<file path="src/hw/msc_consts.vh">
// constants for the mode select and configuration latch block
`ifndef MSC_CONSTS_VH
`define MSC_CONSTS_VH

// ----------------------------------------------------------------
// register byte offsets
// ----------------------------------------------------------------
`define MSC_ADR_PMC        4'h0
`define MSC_ADR_CFG        4'h4
`define MSC_ADR_NVC        4'h8
`define MSC_ADR_STAT       4'hc

// ----------------------------------------------------------------
// priority_and_mode_control fields
// ----------------------------------------------------------------
`define MSC_PMC_BOOT       7
`define MSC_PMC_SPECIAL_MODE_FLAG       6
`define MSC_PMC_MDA        5
`define MSC_PMC_IRV        4
`define MSC_PSEL_RST       4'h0

// ----------------------------------------------------------------
// configuration byte
// ----------------------------------------------------------------
`define MSC_CFG_SECURITY_DISABLE_BIT      3
`define MSC_CFG_ERASED     8'hff
`define MSC_CFG_NV_INIT    8'h0f

// ----------------------------------------------------------------
// nonvolatile control register fields
// ----------------------------------------------------------------
`define MSC_NVC_ERASE      0
`define MSC_NVC_PROG       1
`define MSC_NVC_BUSY       2

// ----------------------------------------------------------------
// bootstrap firmware window
// ----------------------------------------------------------------
`define MSC_BOOT_BYTES     192
`define MSC_BOOT_BASE      16'hbf40

// ----------------------------------------------------------------
// timing: program or erase time and the clock rate
// ----------------------------------------------------------------
`define MSC_PROG_TIME_US   10000
`define MSC_CLK_MHZ        100
`define MSC_PROG_CYCLES    (`MSC_PROG_TIME_US * `MSC_CLK_MHZ)

`endif

</file>
<file path="src/hw/msc_cfg_nv.v">
// nonvolatile configuration byte with shared program and erase timer
`timescale 1ns/1ps
`include "msc_consts.vh"
module msc_cfg_nv #(
  parameter PROG_CYCLES = `MSC_PROG_CYCLES
) (
  input  wire       clk_sys,
  input  wire       sys_rst,
  input  wire       erase_req,
  input  wire       prog_req,
  input  wire [7:0] prog_data,
  output reg  [7:0] nv_q,
  output reg        busy_q
);

  reg [31:0] timer_q;
  reg        erase_q;
  reg [7:0]  data_q;

  // ----------------------------------------------------------------
  // cell contents survive reset; only power-up, program and erase set them
  // ----------------------------------------------------------------
  initial nv_q = `MSC_CFG_NV_INIT;

  always @(posedge clk_sys) begin
    if (busy_q && !sys_rst && timer_q == 32'h0000_0001) begin
      if (erase_q) begin
        nv_q <= `MSC_CFG_ERASED;
      end else begin
        nv_q <= nv_q & data_q;
      end
    end
  end

  // reset aborts an operation; the cell is then left unchanged
  always @(posedge clk_sys) begin
    if (sys_rst) begin
      busy_q  <= 1'b0;
      timer_q <= 32'h0000_0000;
      erase_q <= 1'b0;
      data_q  <= 8'hff;
    end else if (busy_q) begin
      timer_q <= timer_q - 32'h0000_0001;
      if (timer_q == 32'h0000_0001) begin
        busy_q <= 1'b0;
      end
    end else if (erase_req || prog_req) begin
      busy_q  <= 1'b1;
      timer_q <= PROG_CYCLES;
      erase_q <= erase_req;
      data_q  <= prog_data;
    end
  end

endmodule

</file>
<file path="src/hw/msc_sync3.v">
// three-flop pin synchroniser with a hold-until-agree filter
`timescale 1ns/1ps
module msc_sync3 #(
  parameter WIDTH = 2
) (
  input  wire             clk_sys,
  input  wire             track,
  input  wire [WIDTH-1:0] pin_i,
  output reg  [WIDTH-1:0] level_q
);

  reg [WIDTH-1:0] s1_q;
  reg [WIDTH-1:0] s2_q;
  reg [WIDTH-1:0] s3_q;

  // ----------------------------------------------------------------
  // no reset here: the chain must keep sampling while reset is held
  // ----------------------------------------------------------------
  initial level_q = {WIDTH{1'b0}};

  always @(posedge clk_sys) begin
    s1_q <= pin_i;
    s2_q <= s1_q;
    s3_q <= s2_q;
    if (track && (s2_q == s3_q)) begin
      level_q <= s3_q;
    end
  end

endmodule

</file>
<file path="src/hw/msc_top.v">
// mode select, protected mode bits and configuration latch
`timescale 1ns/1ps
`include "msc_consts.vh"
module msc_top #(
  parameter PROG_CYCLES   = `MSC_PROG_CYCLES,
  parameter CFG_DIRECT_WR = 1
) (
  input  wire        clk_sys,
  input  wire        sys_rst,
  // wishbone slave
  input  wire        wb_cyc_i,
  input  wire        wb_stb_i,
  input  wire        wb_we_i,
  input  wire [3:0]  wb_adr_i,
  input  wire [3:0]  wb_sel_i,
  input  wire [31:0] wb_dat_i,
  output reg  [31:0] wb_dat_o,
  output reg         wb_ack_o,
  // strap pins; mode a is shared with the fetch marker
  input  wire        mode_a_strap_i,
  input  wire        mode_b_strap_i,
  output reg         fetch_marker_o,
  output reg         fetch_marker_oe,
  // processor side
  input  wire        instr_start_i,
  input  wire        int_read_i,
  input  wire [7:0]  int_rdata_i,
  input  wire [15:0] cpu_addr_i,
  // external data bus drive
  output reg  [7:0]  ext_data_o,
  output reg         ext_data_oe,
  // mode and configuration state
  output reg         boot_rom_sel_o,
  output reg         boot_rom_map_o,
  output reg         special_mode_o,
  output reg         mode_a_select_o,
  output reg         read_visible_o,
  output reg  [3:0]  cfg_work_o
);

  // ----------------------------------------------------------------
  // local state
  // ----------------------------------------------------------------
  localparam [31:0] BOOT_END  = `MSC_BOOT_BASE + `MSC_BOOT_BYTES - 1;
  localparam [15:0] BOOT_LAST = BOOT_END[15:0];

  wire [1:0] strap_lvl;
  wire [7:0] nv_byte;
  wire       nv_busy;

  reg        boot_rom_enable_q;
  reg        special_mode_flag_q;
  reg        mode_a_select_q;
  reg        internal_read_visible_q;
  reg [3:0]  priority_select_field_q;
  reg [3:0]  cfg_work_q;
  reg        ack_q;
  reg [31:0] rdata_q;
  reg        nv_erase_q;
  reg        nv_prog_q;
  reg [7:0]  nv_data_q;

  reg        boot_d;
  reg        special_mode_flag_d;
  reg        mda_d;
  reg        irv_d;
  reg [3:0]  psel_d;
  reg [3:0]  cfg_d;

  wire       bus_req;
  wire       wr_stb;
  wire       rd_stb;

  // ----------------------------------------------------------------
  // helper functions
  // ----------------------------------------------------------------
  function [7:0] pmc_image;
    input       boot;
    input       special_mode_flag;
    input       mode_a_select;
    input       internal_read_visible;
    input [3:0] psel;
    begin
      pmc_image = {boot, special_mode_flag, mode_a_select, internal_read_visible, psel};
    end
  endfunction

  // byte select by lane enable; used for byte lane 1, the program data byte
  function [7:0] lane0_merge;
    input [7:0] old_v;
    input [7:0] new_v;
    input       lane;
    begin
      lane0_merge = lane ? new_v : old_v;
    end
  endfunction

  // ----------------------------------------------------------------
  // strap synchroniser: tracks only while reset is held
  // ----------------------------------------------------------------
  msc_sync3 #(
    .WIDTH (2)
  ) u_strap (
    .clk_sys (clk_sys),
    .track   (sys_rst),
    .pin_i   ({mode_b_strap_i, mode_a_strap_i}),
    .level_q (strap_lvl)
  );

  // ----------------------------------------------------------------
  // nonvolatile configuration cell
  // ----------------------------------------------------------------
  msc_cfg_nv #(
    .PROG_CYCLES (PROG_CYCLES)
  ) u_nv (
    .clk_sys   (clk_sys),
    .sys_rst   (sys_rst),
    .erase_req (nv_erase_q),
    .prog_req  (nv_prog_q),
    .prog_data (nv_data_q),
    .nv_q      (nv_byte),
    .busy_q    (nv_busy)
  );

  // ----------------------------------------------------------------
  // wishbone handshake
  // ----------------------------------------------------------------
  assign bus_req = wb_cyc_i & wb_stb_i & ~ack_q;
  assign wr_stb  = bus_req & wb_we_i;
  assign rd_stb  = bus_req & ~wb_we_i;

  always @(posedge clk_sys) begin
    if (sys_rst) begin
      ack_q <= 1'b0;
    end else begin
      ack_q <= bus_req;
    end
  end

  // ----------------------------------------------------------------
  // mode bit next state
  // ----------------------------------------------------------------
  // while reset is held the bits follow the filtered straps, so the
  // value left at release is the one seen just before it
  always @* begin
    boot_d = boot_rom_enable_q;
    special_mode_flag_d = special_mode_flag_q;
    mda_d  = mode_a_select_q;
    irv_d  = internal_read_visible_q;
    psel_d = priority_select_field_q;
    if (sys_rst) begin
      case (strap_lvl)
        2'b10: begin
          boot_d = 1'b0;
          special_mode_flag_d = 1'b0;
          irv_d  = 1'b0;
        end
        2'b11: begin
          boot_d = 1'b0;
          special_mode_flag_d = 1'b0;
          irv_d  = 1'b0;
        end
        2'b00: begin
          boot_d = 1'b1;
          special_mode_flag_d = 1'b1;
          irv_d  = 1'b1;
        end
        default: begin
          boot_d = 1'b0;
          special_mode_flag_d = 1'b1;
          irv_d  = 1'b1;
        end
      endcase
      mda_d  = strap_lvl[0] & nv_byte[`MSC_CFG_SECURITY_DISABLE_BIT];
      psel_d = `MSC_PSEL_RST;
    end else if (wr_stb && wb_sel_i[0] &&
                 wb_adr_i == `MSC_ADR_PMC) begin
      psel_d = wb_dat_i[3:0];
      if (special_mode_flag_q) begin
        boot_d = wb_dat_i[`MSC_PMC_BOOT];
        mda_d  = wb_dat_i[`MSC_PMC_MDA];
        irv_d  = wb_dat_i[`MSC_PMC_IRV];
      end
      if (!wb_dat_i[`MSC_PMC_SPECIAL_MODE_FLAG]) begin
        special_mode_flag_d = 1'b0;
      end
    end
    if (!sys_rst && !special_mode_flag_d) begin
      irv_d = 1'b0;
    end
  end

  always @(posedge clk_sys) begin
    boot_rom_enable_q       <= boot_d;
    special_mode_flag_q     <= special_mode_flag_d;
    mode_a_select_q         <= mda_d;
    internal_read_visible_q <= irv_d;
    priority_select_field_q <= psel_d;
  end

  // ----------------------------------------------------------------
  // configuration working register
  // ----------------------------------------------------------------
  // upper nibble has no storage at all
  always @* begin
    cfg_d = cfg_work_q;
    if (sys_rst) begin
      cfg_d = nv_byte[3:0];
    end else if (CFG_DIRECT_WR != 0 && special_mode_flag_q &&
                 wr_stb && wb_sel_i[0] &&
                 wb_adr_i == `MSC_ADR_CFG) begin
      cfg_d = wb_dat_i[3:0];
    end
  end

  always @(posedge clk_sys) begin
    cfg_work_q <= cfg_d;
  end

  // ----------------------------------------------------------------
  // program and erase requests
  // ----------------------------------------------------------------
  // requests made while busy are dropped, not queued
  always @(posedge clk_sys) begin
    if (sys_rst) begin
      nv_erase_q <= 1'b0;
      nv_prog_q  <= 1'b0;
      nv_data_q  <= 8'hff;
    end else begin
      nv_erase_q <= 1'b0;
      nv_prog_q  <= 1'b0;
      if (wr_stb && wb_sel_i[0] && wb_adr_i == `MSC_ADR_NVC &&
          !nv_busy && !nv_erase_q && !nv_prog_q) begin
        nv_erase_q <= wb_dat_i[`MSC_NVC_ERASE];
        nv_prog_q  <= wb_dat_i[`MSC_NVC_PROG] &
                      ~wb_dat_i[`MSC_NVC_ERASE];
        nv_data_q  <= lane0_merge(8'hff, wb_dat_i[15:8],
                                  wb_sel_i[1]);
      end
    end
  end

  // ----------------------------------------------------------------
  // read data; unmapped offsets answer zero
  // ----------------------------------------------------------------
  always @(posedge clk_sys) begin
    if (sys_rst) begin
      rdata_q <= 32'h0000_0000;
    end else if (rd_stb) begin
      case (wb_adr_i)
        `MSC_ADR_PMC: begin
          rdata_q <= {24'h00_0000,
                      pmc_image(boot_rom_enable_q,
                                special_mode_flag_q,
                                mode_a_select_q,
                                internal_read_visible_q,
                                priority_select_field_q)};
        end
        `MSC_ADR_CFG: begin
          rdata_q <= {28'h000_0000, cfg_work_q};
        end
        `MSC_ADR_NVC: begin
          rdata_q <= {16'h0000, nv_data_q, 5'h00, nv_busy,
                      nv_prog_q, nv_erase_q};
        end
        `MSC_ADR_STAT: begin
          rdata_q <= {29'h0000_0000, nv_busy, strap_lvl};
        end
        default: begin
          rdata_q <= 32'h0000_0000;
        end
      endcase
    end
  end

  always @* begin
    wb_ack_o = ack_q;
    wb_dat_o = rdata_q;
  end

  // ----------------------------------------------------------------
  // shared pin: fetch marker only outside reset
  // ----------------------------------------------------------------
  // open drain: the pin is only ever pulled low, never driven high
  always @(posedge clk_sys) begin
    if (sys_rst) begin
      fetch_marker_o  <= 1'b0;
      fetch_marker_oe <= 1'b0;
    end else begin
      fetch_marker_o  <= 1'b0;
      fetch_marker_oe <= instr_start_i;
    end
  end

  // ----------------------------------------------------------------
  // internal read visibility
  // ----------------------------------------------------------------
  // contention with outside drivers is the user's problem here
  always @(posedge clk_sys) begin
    if (sys_rst) begin
      ext_data_o  <= 8'h00;
      ext_data_oe <= 1'b0;
    end else begin
      ext_data_o  <= int_rdata_i;
      ext_data_oe <= internal_read_visible_q & int_read_i;
    end
  end

  // ----------------------------------------------------------------
  // bootstrap rom decode and state outputs
  // ----------------------------------------------------------------
  always @(posedge clk_sys) begin
    if (sys_rst) begin
      boot_rom_sel_o  <= 1'b0;
      boot_rom_map_o  <= 1'b0;
      special_mode_o  <= 1'b0;
      mode_a_select_o <= 1'b0;
      read_visible_o  <= 1'b0;
      cfg_work_o      <= 4'h0;
    end else begin
      boot_rom_sel_o  <= boot_rom_enable_q &
                         (cpu_addr_i >= `MSC_BOOT_BASE) &
                         (cpu_addr_i <= BOOT_LAST);
      boot_rom_map_o  <= boot_rom_enable_q;
      special_mode_o  <= special_mode_flag_q;
      mode_a_select_o <= mode_a_select_q;
      read_visible_o  <= internal_read_visible_q;
      cfg_work_o      <= cfg_work_q;
    end
  end

endmodule

</file>
<file path="config.mk">
export PLATFORM = sky130hd
export DESIGN_NAME = msc_top
export DESIGN_NICKNAME = d
export VERILOG_FILES = /design/src/hw/msc_cfg_nv.v /design/src/hw/msc_sync3.v /design/src/hw/msc_top.v
export VERILOG_INCLUDE_DIRS = /design/src /design/src/hw
export SDC_FILE = /design/constraint.sdc
export NUM_CORES = 1
export LEC_CHECK = 0
export ABC_CLOCK_PERIOD_IN_PS = 5730
export BUFFER_PORTS_ARGS = -buffer_cell sky130_fd_sc_hd__clkbuf_2
export CORE_MARGIN = 2
export CORE_UTILIZATION = 30
export DETAILED_ROUTE_END_ITERATION = 7
export SYNTH_ARGS = -nofsm -noshare
export SYNTH_HDL_FRONTEND = slang
export SYNTH_SLANG_ARGS = --single-unit
</file>
<file path="constraint.sdc">
create_clock -name clk_sys -period 5.73 [get_ports clk_sys]
set_input_delay 0.573 -clock clk_sys [delete_from_list [all_inputs] [get_ports clk_sys]]
set_output_delay 0.573 -clock clk_sys [all_outputs]
set_load 0.01 [all_outputs]
</file>
==> flow_metrics.tcl, run 1 <==
set metrics [dict create \
    outcome "finished, final reports clean" \
    cts-hold-fix-buffers 0 \
    crit_path_end_kind "register" \
    hpwlAfterDp_um 6762 \
    leakagePower_nw 2.224 \
    largest_net_degree_at_the_start_of_global_routing 56 \
    postCtsSetupRepairBufs 0 \
    fillCellCount 1537 \
    comb_power_share_pct 5.7 \
    final_routed_wirelength_um 9464 \
    setup_violations_final 0 \
    dr.first_iter.drc_count 233 \
    synth_ff_type "sky130_fd_sc_hd__dfxtp_1" \
    core.rowCount 45 \
    fin_worst_skew_ps 5.798 \
    floorplan.die_area_um2 16170 \
    synthesis.yosys.warnings 0 \
    clk_pin_slew_ps 70 \
    drt_pass1_iterations 4 \
    synth-async-reset-ratio_pct 0 \
    dp_slack_ps 3168 \
    crit_path_cell_trace "or4b_1 -> nor2_1 -> and4b_1 -> mux2_2" \
    post_synth_inst_count 466 \
    rsz_0062_raised_after_global_routing "false" \
    worst_ir_drop_vdd_uv 136.2 \
    die-height_um 127.2 \
    synth_area_um2 4551 \
    setup_total_negative_slack_ps 0 \
    top_layer "met4" \
    detail_route.wirelength.met1_um 4621 \
    die_width_um 127.2 \
    synth.yosys.seq_area_share_pct 50.15 \
    cp.arrival_ps 2810 \
    internal_power_consumption_mw 1.114 \
    switching_share_pct 23.31 \
    number_of_library_cell_types_mapped_by_synthesis 59 \
    hold_class "input port to register" \
    worstMarginPinSlew_ps 1276 \
    clkSinkCount 108 \
    clk_latency_ps 340 \
    share_of_post_route_cells_with_drive_strength_above_1_pct 23.56 \
    reg2reg_setup_slack_ps 3160 \
    worst_r2r_start "u_nv.busy_q$_SDFF_PP0_" \
    core_area_um2 15030 \
    critical_path_maximum_fanout 13 \
    grt_util_all_layers_pct 11.60 \
    grt_antenna_before_repair 0 \
    crit-reg2reg-capture "u_nv.timer_q[23]$_SDFFE_PP0P_" \
    clock_tree.root_cell "sky130_fd_sc_hd__clkbuf_16" \
    postSynthAreaPerCell_um2 9.765 \
    power.density_cell_area_nw_per_um2 272.9 \
    ys_ff_latch 108 \
    worst_ep_required_time_ps 5970 \
    final_max_slew_viol_count 0 \
    clockBufferDepth 2 \
    globalRoute.totalOverflow 0 \
    clock_share_of_power_pct 40.2 \
    cts_tree "done" \
    start_util_pct 30.27 \
    wl_met3_um 330 \
    grt_pass1_wl_um 15410 \
    io_buffer_count 84 \
    hold_path_startpoint "mode_a_strap_i" \
    most-common-layout-cells "sky130_fd_sc_hd__dfxtp_1, sky130_fd_sc_hd__clkbuf_2, sky130_fd_sc_hd__nor2_1, sky130_fd_sc_hd__nand2_1, sky130_fd_sc_hd__a21oi_1" \
    cts_resized 0 \
    numCtsBuffers 9 \
    layout_min_cycle_time_ps 2568 \
    power.net_switching_mw 0.3384 \
    hold_end "u_strap.s1_q[0]$_DFF_P_" \
    finalCritPeriodShare_pct 44.81 \
    hold_viol_final 0 \
    critical_path_class "register to register" \
    most_common_cell_after_layout_fill_and_taps_aside "sky130_fd_sc_hd__dfxtp_1" \
    slowest_stage "sky130_fd_sc_hd__nor2_1" \
    fmaxAchievable_mhz 389.4 \
    min_delay_path_depth 1 \
    ff2ff_path_depth 4 \
    timing.critical_path.slowest_cell_delay_ps 740 \
    worst_slew_margin_rel_pct 14.13 \
    layout.nets 609 \
    number_of_global_route_vias_before_repair 3271 \
    max_cap_viol_count 0 \
    detail_route.drc_violations 0 \
    synth-edff-count 12 \
    synthToLayoutAreaGrowth_pct 16.94 \
    via_per_inst 4.835 \
    timing.critical_path.from_type "register" \
    gp_congestion 0.7197 \
    design.portCount 126 \
    wl_per_cell_um 13.02 \
    route.antenna.remaining_nets 0 \
    routed-via-count 3515 \
    route.met2.wl_um 4387 \
    timing.final.ws_setup_ps 3162 \
    antenna-diode-count 0 \
    h-tree-depth 3 \
    power.sequential.fraction_pct 54.1 \
]
==> cells in the mapped netlist, types with 10 or more instances <==
master                     number  area (um^2)
sky130_fd_sc_hd__a21oi_1       21        105.1
sky130_fd_sc_hd__buf_4         17        127.6
sky130_fd_sc_hd__clkbuf_1      25        93.84
sky130_fd_sc_hd__dfxtp_1       96         1922
sky130_fd_sc_hd__edfxtp_1      12        360.4
sky130_fd_sc_hd__mux2_2        14        157.7
sky130_fd_sc_hd__nand2_1       25        93.84
sky130_fd_sc_hd__nand3_1       13        65.06
sky130_fd_sc_hd__nor2_1        59        221.5
sky130_fd_sc_hd__nor2b_1       16        100.1
sky130_fd_sc_hd__nor3_1        13        65.06
sky130_fd_sc_hd__nor3b_1       10        75.07
sky130_fd_sc_hd__nor4_1        11        68.82
==> state kept, by name, indices dropped and copies added, names as in the netlist, 4 cells and up <==
name / cells
priority_select_field_q: 4
u_nv.data_q: 4
wb_dat_o: 16
cfg_work_o: 4
nv_data_q: 8
cfg_work_q: 4
ext_data_o: 8
u_nv.nv_q: 4
u_nv.timer_q: 32
==> critical path: cells and delay by family (launching register included) <==
| kind | cells | cell delay, ps |
|---|---|---|
| DFF | 1 | 530 |
| and+or+nand+nor | 3 | 1590 |
| muxes | 1 | 340 |
==> worst max path at each step <==
stage                                       start                                      end  slack [ps]  depth (start not counted)
floorplan                             wb_adr_i[2]  priority_select_field_q[0]$_SDFFE_PP0P_        3650                          5
global placement                          sys_rst                  cfg_work_q[1]$_DFFE_PP_        3220                          3
detailed placement         u_nv.busy_q$_SDFF_PP0_            u_nv.timer_q[23]$_SDFFE_PP0P_        3170                          4
CTS                        u_nv.busy_q$_SDFF_PP0_            u_nv.timer_q[23]$_SDFFE_PP0P_        3160                          4
global route        u_nv.timer_q[18]$_SDFFE_PP0P_               u_nv.nv_q[2]$_SDFFCE_PP1P_        3000                          3
finish                     u_nv.busy_q$_SDFF_PP0_            u_nv.timer_q[23]$_SDFFE_PP0P_        3160                          4
==> through the flow <==
stage	instances	utilization (%)	power (mW)	cell area, um^2	hold slack, ps
floorplan	482	-	0.8598	4611	309.6
CTS	727	35.40	1.469	5321	313.0
global placement	711	33.57	0.8845	5046	317.2
detailed placement	711	33.57	0.8864	5046	321.4
finish	727	35.40	1.452	5321	323.1
global route	727	35.40	1.503	5321	306.3
==> cell type report <==
cell class	instances	area, um^2	share of cell area, %
clock inverter	6	46.29	0.8700
multi-input combinational	324	2074	38.98
tap	188	235.2	4.420
sequential	108	2282	42.89
inverter	5	18.77	0.3527
timing repair buffer	86	435.4	8.182
clock buffer	10	229.0	4.303
==> cells by family after synthesis <==
kind of cell / Yosys count / synth area share, %
muxes: 27 / 6.929
xor gates and xnor gates: 5 / 0.9623
adders and majority gates: 2 / 0.5498
and+or+nand+nor: 207 / 25.93
DFF: 108 / 50.15
AOI/OAI and AO/OA: 66 / 9.816
buffers and inverters: 50 / 5.581
other: 1 / 0.08241
==> power by group through the flow <==
stage	registers, mW	clock network, mW	logic [mW]
after floorplan	0.806	0	0.0539
after global placement	0.804	0	0.0809
after detailed placement	0.804	0	0.0824
after CTS	0.786	0.600	0.0828
after global routing	0.788	0.624	0.0913
final	0.786	0.584	0.0821
==> metal layers <==
metal | vias up | global-route usage, %
met5 | - | 0
met4 | 0 | 3.878
met3 | 10 | 2.471
met2 | 72 | 19.04
met1 | 1665 | 15.25
li1 | 1768 | -
No activity file was read; power rests on OpenSTA's default activity.
==> inputs of run 2 (changes only) <==
- ABC_AREA: default -> 1
- ABC_CLOCK_PERIOD_IN_PS: 5730 -> 2100
- clock period: 5.73 -> 2.1 ns (I/O delays scaled with it)
==> flow_metrics.tcl, run 2 <==
set metrics [dict create \
    outcome "finished, final reports clean" \
    fin_worst_skew_ps 8.270 \
    min_delay_path_depth 3 \
    fillCellCount 1635 \
    hpwlAfterDp_um 8026 \
    synth-edff-count 12 \
    numCtsBuffers 9 \
    hold_class "input port to register" \
    power.net_switching_mw 0.9340 \
    postLayoutCellArea_um2 5766 \
    gp_congestion 0.8325 \
    postCtsSetupRepairBufs 0 \
    layout.nets 785 \
    grt.met3_usage_pct 3.054 \
    switching_share_pct 22.24 \
    antenna-diode-count 0 \
    postSynthAreaPerCell_um2 7.746 \
    rsz_0062_raised_after_global_routing "false" \
    cts_tree "done" \
    worst_ep_required_time_ps 2390 \
    globalRoute.totalOverflow 0 \
    clkSinkCount 108 \
    comb_power_share_pct 6.0 \
    wl_per_cell_um 11.64 \
    dr.first_iter.drc_count 359 \
    leakagePower_nw 2.701 \
    cp.arrival_ps 1930 \
    critical_path_maximum_fanout 17 \
    start_util_pct 30.49 \
    synth_ff_type "sky130_fd_sc_hd__dfxtp_1" \
    power.sequential.fraction_pct 51.1 \
    totalPowerFinal_mw 4.199 \
    detail_route.drc_violations 0 \
    synth_top_cell_by_area "sky130_fd_sc_hd__dfxtp_1" \
    grt_util_met1_pct 18.16 \
    global_routing_s_busiest_layer "met2" \
    synthesis.yosys.warnings 0 \
    clk_latency_ps 350 \
    largest_reg_flops 32 \
    share_of_post_route_cells_with_drive_strength_above_1_pct 21.68 \
    grt_util_all_layers_pct 12.87 \
    synthToLayoutAreaGrowth_pct 19.47 \
    timing.critical_path.from_type "register" \
    floorplan.die_area_um2 17120 \
    internal_power_consumption_mw 3.265 \
    h-tree-depth 3 \
    power.density_cell_area_nw_per_um2 728.4 \
    layout_min_cycle_time_ps 1640 \
    clk_pin_slew_ps 70 \
    largest-register "u_nv.timer_q" \
    post_synth_inst_count 623 \
    number_of_global_route_vias_before_repair 3494 \
    synth.yosys.seq_area_share_pct 47.29 \
    clockBufferDepth 2 \
    worst_slew_margin_rel_pct 58.78 \
    dp_slack_ps 436.0 \
    critical_path_class "register to register" \
    design.portCount 126 \
    most-common-layout-cells "sky130_fd_sc_hd__nand2_1, sky130_fd_sc_hd__dfxtp_1, sky130_fd_sc_hd__nor2_1, sky130_fd_sc_hd__clkbuf_2, sky130_fd_sc_hd__inv_1" \
    routed-via-count 4105 \
    ff2ff_path_depth 6 \
    most_common_cell_after_layout_fill_and_taps_aside "sky130_fd_sc_hd__nand2_1" \
    grtUsageMet2_pct 19.27 \
    route.antenna.remaining_nets 0 \
    max_cap_viol_count 0 \
    largest_net_degree_at_the_start_of_global_routing 34 \
    worstMarginPinSlew_ps 613.1 \
    worst_ir_drop_vdd_uv 400.9 \
    cell_area_after_placement_um2 5430 \
    grt_pass1_wl_um 17380 \
    synth-async-reset-ratio_pct 0 \
    io_buffer_count 84 \
    core.rowCount 46 \
    synth.top_cells.by_count "sky130_fd_sc_hd__nand2_1, sky130_fd_sc_hd__dfxtp_1, sky130_fd_sc_hd__nor2_1, sky130_fd_sc_hd__inv_1, sky130_fd_sc_hd__nand3_1" \
    final_routed_wirelength_um 10840 \
    ys_ff_latch 108 \
    most_numerous_cell_in_the_yosys_netlist "sky130_fd_sc_hd__nand2_1" \
    via_per_inst 4.409 \
    grt_antenna_before_repair 0 \
    drt_pass1_iterations 5 \
    hold_viol_final 0 \
    die-height_um 130.8 \
    setup_violations_final 0 \
    synth_area_um2 4826 \
    crit_path_end_kind "register" \
    setup_total_negative_slack_ps 0 \
    number_of_library_cell_types_mapped_by_synthesis 43 \
    die_width_um 130.8 \
    timing.final.ws_setup_ps 459.6 \
    finalCritPeriodShare_pct 78.11 \
    synth_area_leaders "sky130_fd_sc_hd__dfxtp_1, sky130_fd_sc_hd__nand2_1, sky130_fd_sc_hd__edfxtp_1" \
    core_area_um2 15830 \
    clock_share_of_power_pct 43.0 \
    synthDominantCellAreaShare_pct 39.82 \
    final_max_slew_viol_count 0 \
    fmaxAchievable_mhz 609.6 \
    clock_tree.root_cell "sky130_fd_sc_hd__clkbuf_16" \
]
## run 2: changes by cell type in the layout (fill, tap and decap cells not counted), moves of 10 or more
cell                      change
sky130_fd_sc_hd__nand2_1     +87
sky130_fd_sc_hd__inv_1       +64
sky130_fd_sc_hd__nor2_1      +32
sky130_fd_sc_hd__o21ai_0     +25
sky130_fd_sc_hd__nand3_1     +21
sky130_fd_sc_hd__nor2b_1     -16
sky130_fd_sc_hd__mux2_2      -14
sky130_fd_sc_hd__inv_2       +11
sky130_fd_sc_hd__nor2_4      +11
sky130_fd_sc_hd__nor4_1      -11
sky130_fd_sc_hd__nor3b_1     -10
## run 2: logic make-up after synthesis
logic type | synth area share [%]
AO/OA/AOI/OAI | 11.33
XOR/XNOR | 0.7259
buffers and inverters | 10.47
other | 0.07771
adder cells (fa/ha/maj) | 0.5185
flip-flops | 47.29
AND/OR/NAND/NOR | 29.58
## run 2: worst max-delay path, stage by stage (launching register included)
cell and delay, ps:
sky130_fd_sc_hd__dfxtp_1 560, sky130_fd_sc_hd__inv_4 110, sky130_fd_sc_hd__o21ai_4 240, sky130_fd_sc_hd__inv_2 280
sky130_fd_sc_hd__o21ai_0 260, sky130_fd_sc_hd__inv_2 40, sky130_fd_sc_hd__nor2_1 90
## run 2: power by group through the flow
stage | sequential (mW) | clock [mW] | combinational (mW)
2_1_floorplan | 2.20 | 0 | 0.153
3_3_place_gp | 2.19 | 0 | 0.248
3_5_place_dp | 2.19 | 0 | 0.248
4_1_cts | 2.14 | 1.86 | 0.252
5_1_grt | 2.15 | 1.94 | 0.284
6_report | 2.15 | 1.80 | 0.250
## run 2: path summary, 6_finish.rpt
path,to,slack (ps),startpoint
hold reg to reg,u_strap.s2_q[1]$_DFF_P_,330,u_strap.s1_q[1]$_DFF_P_
hold / removal,fetch_marker_oe$_SDFF_PP0_,50,instr_start_i
setup reg to reg,u_nv.timer_q[24]$_SDFFE_PP0P_,460,u_nv.busy_q$_SDFF_PP0_
setup / recovery,u_nv.timer_q[24]$_SDFFE_PP0P_,460,u_nv.busy_q$_SDFF_PP0_
## run 2: per-layer routing
| metal | share of wire [%] | vias up |
|---|---|---|
| met4 | 1.2 | 0 |
| met2 | 44 | 88 |
| li1 | - | 2155 |
| met3 | 4.5 | 9 |
| met5 | 0 | - |
| met1 | 50 | 1853 |
## run 2: repair_timing
action,in CTS,in global routing
gates resized for setup,0,0
hold buffers,2,0
endpoints found under the hold margin,2,0
setup endpoints to repair,0,0
## run 2: metrics by stage
step                hold WS (ps)  instances  util (%)
global route               53.71        931     36.43
floorplan                  237.7        639         -
global placement           311.7        913     34.31
detailed placement         312.1        913     34.31
CTS                        43.95        931     36.43
finish                     53.79        931     36.43
## run 2: final cells by class
type	count	area, um^2	area share [%]
repair buffers	93	493.0	8.550
inverters	81	306.5	5.317
clock inverters	6	86.33	1.497
multi-input cells	417	2098	36.39
flip-flops and latches	108	2282	39.58
well taps	216	270.3	4.687
clock buffers	10	229.0	3.971
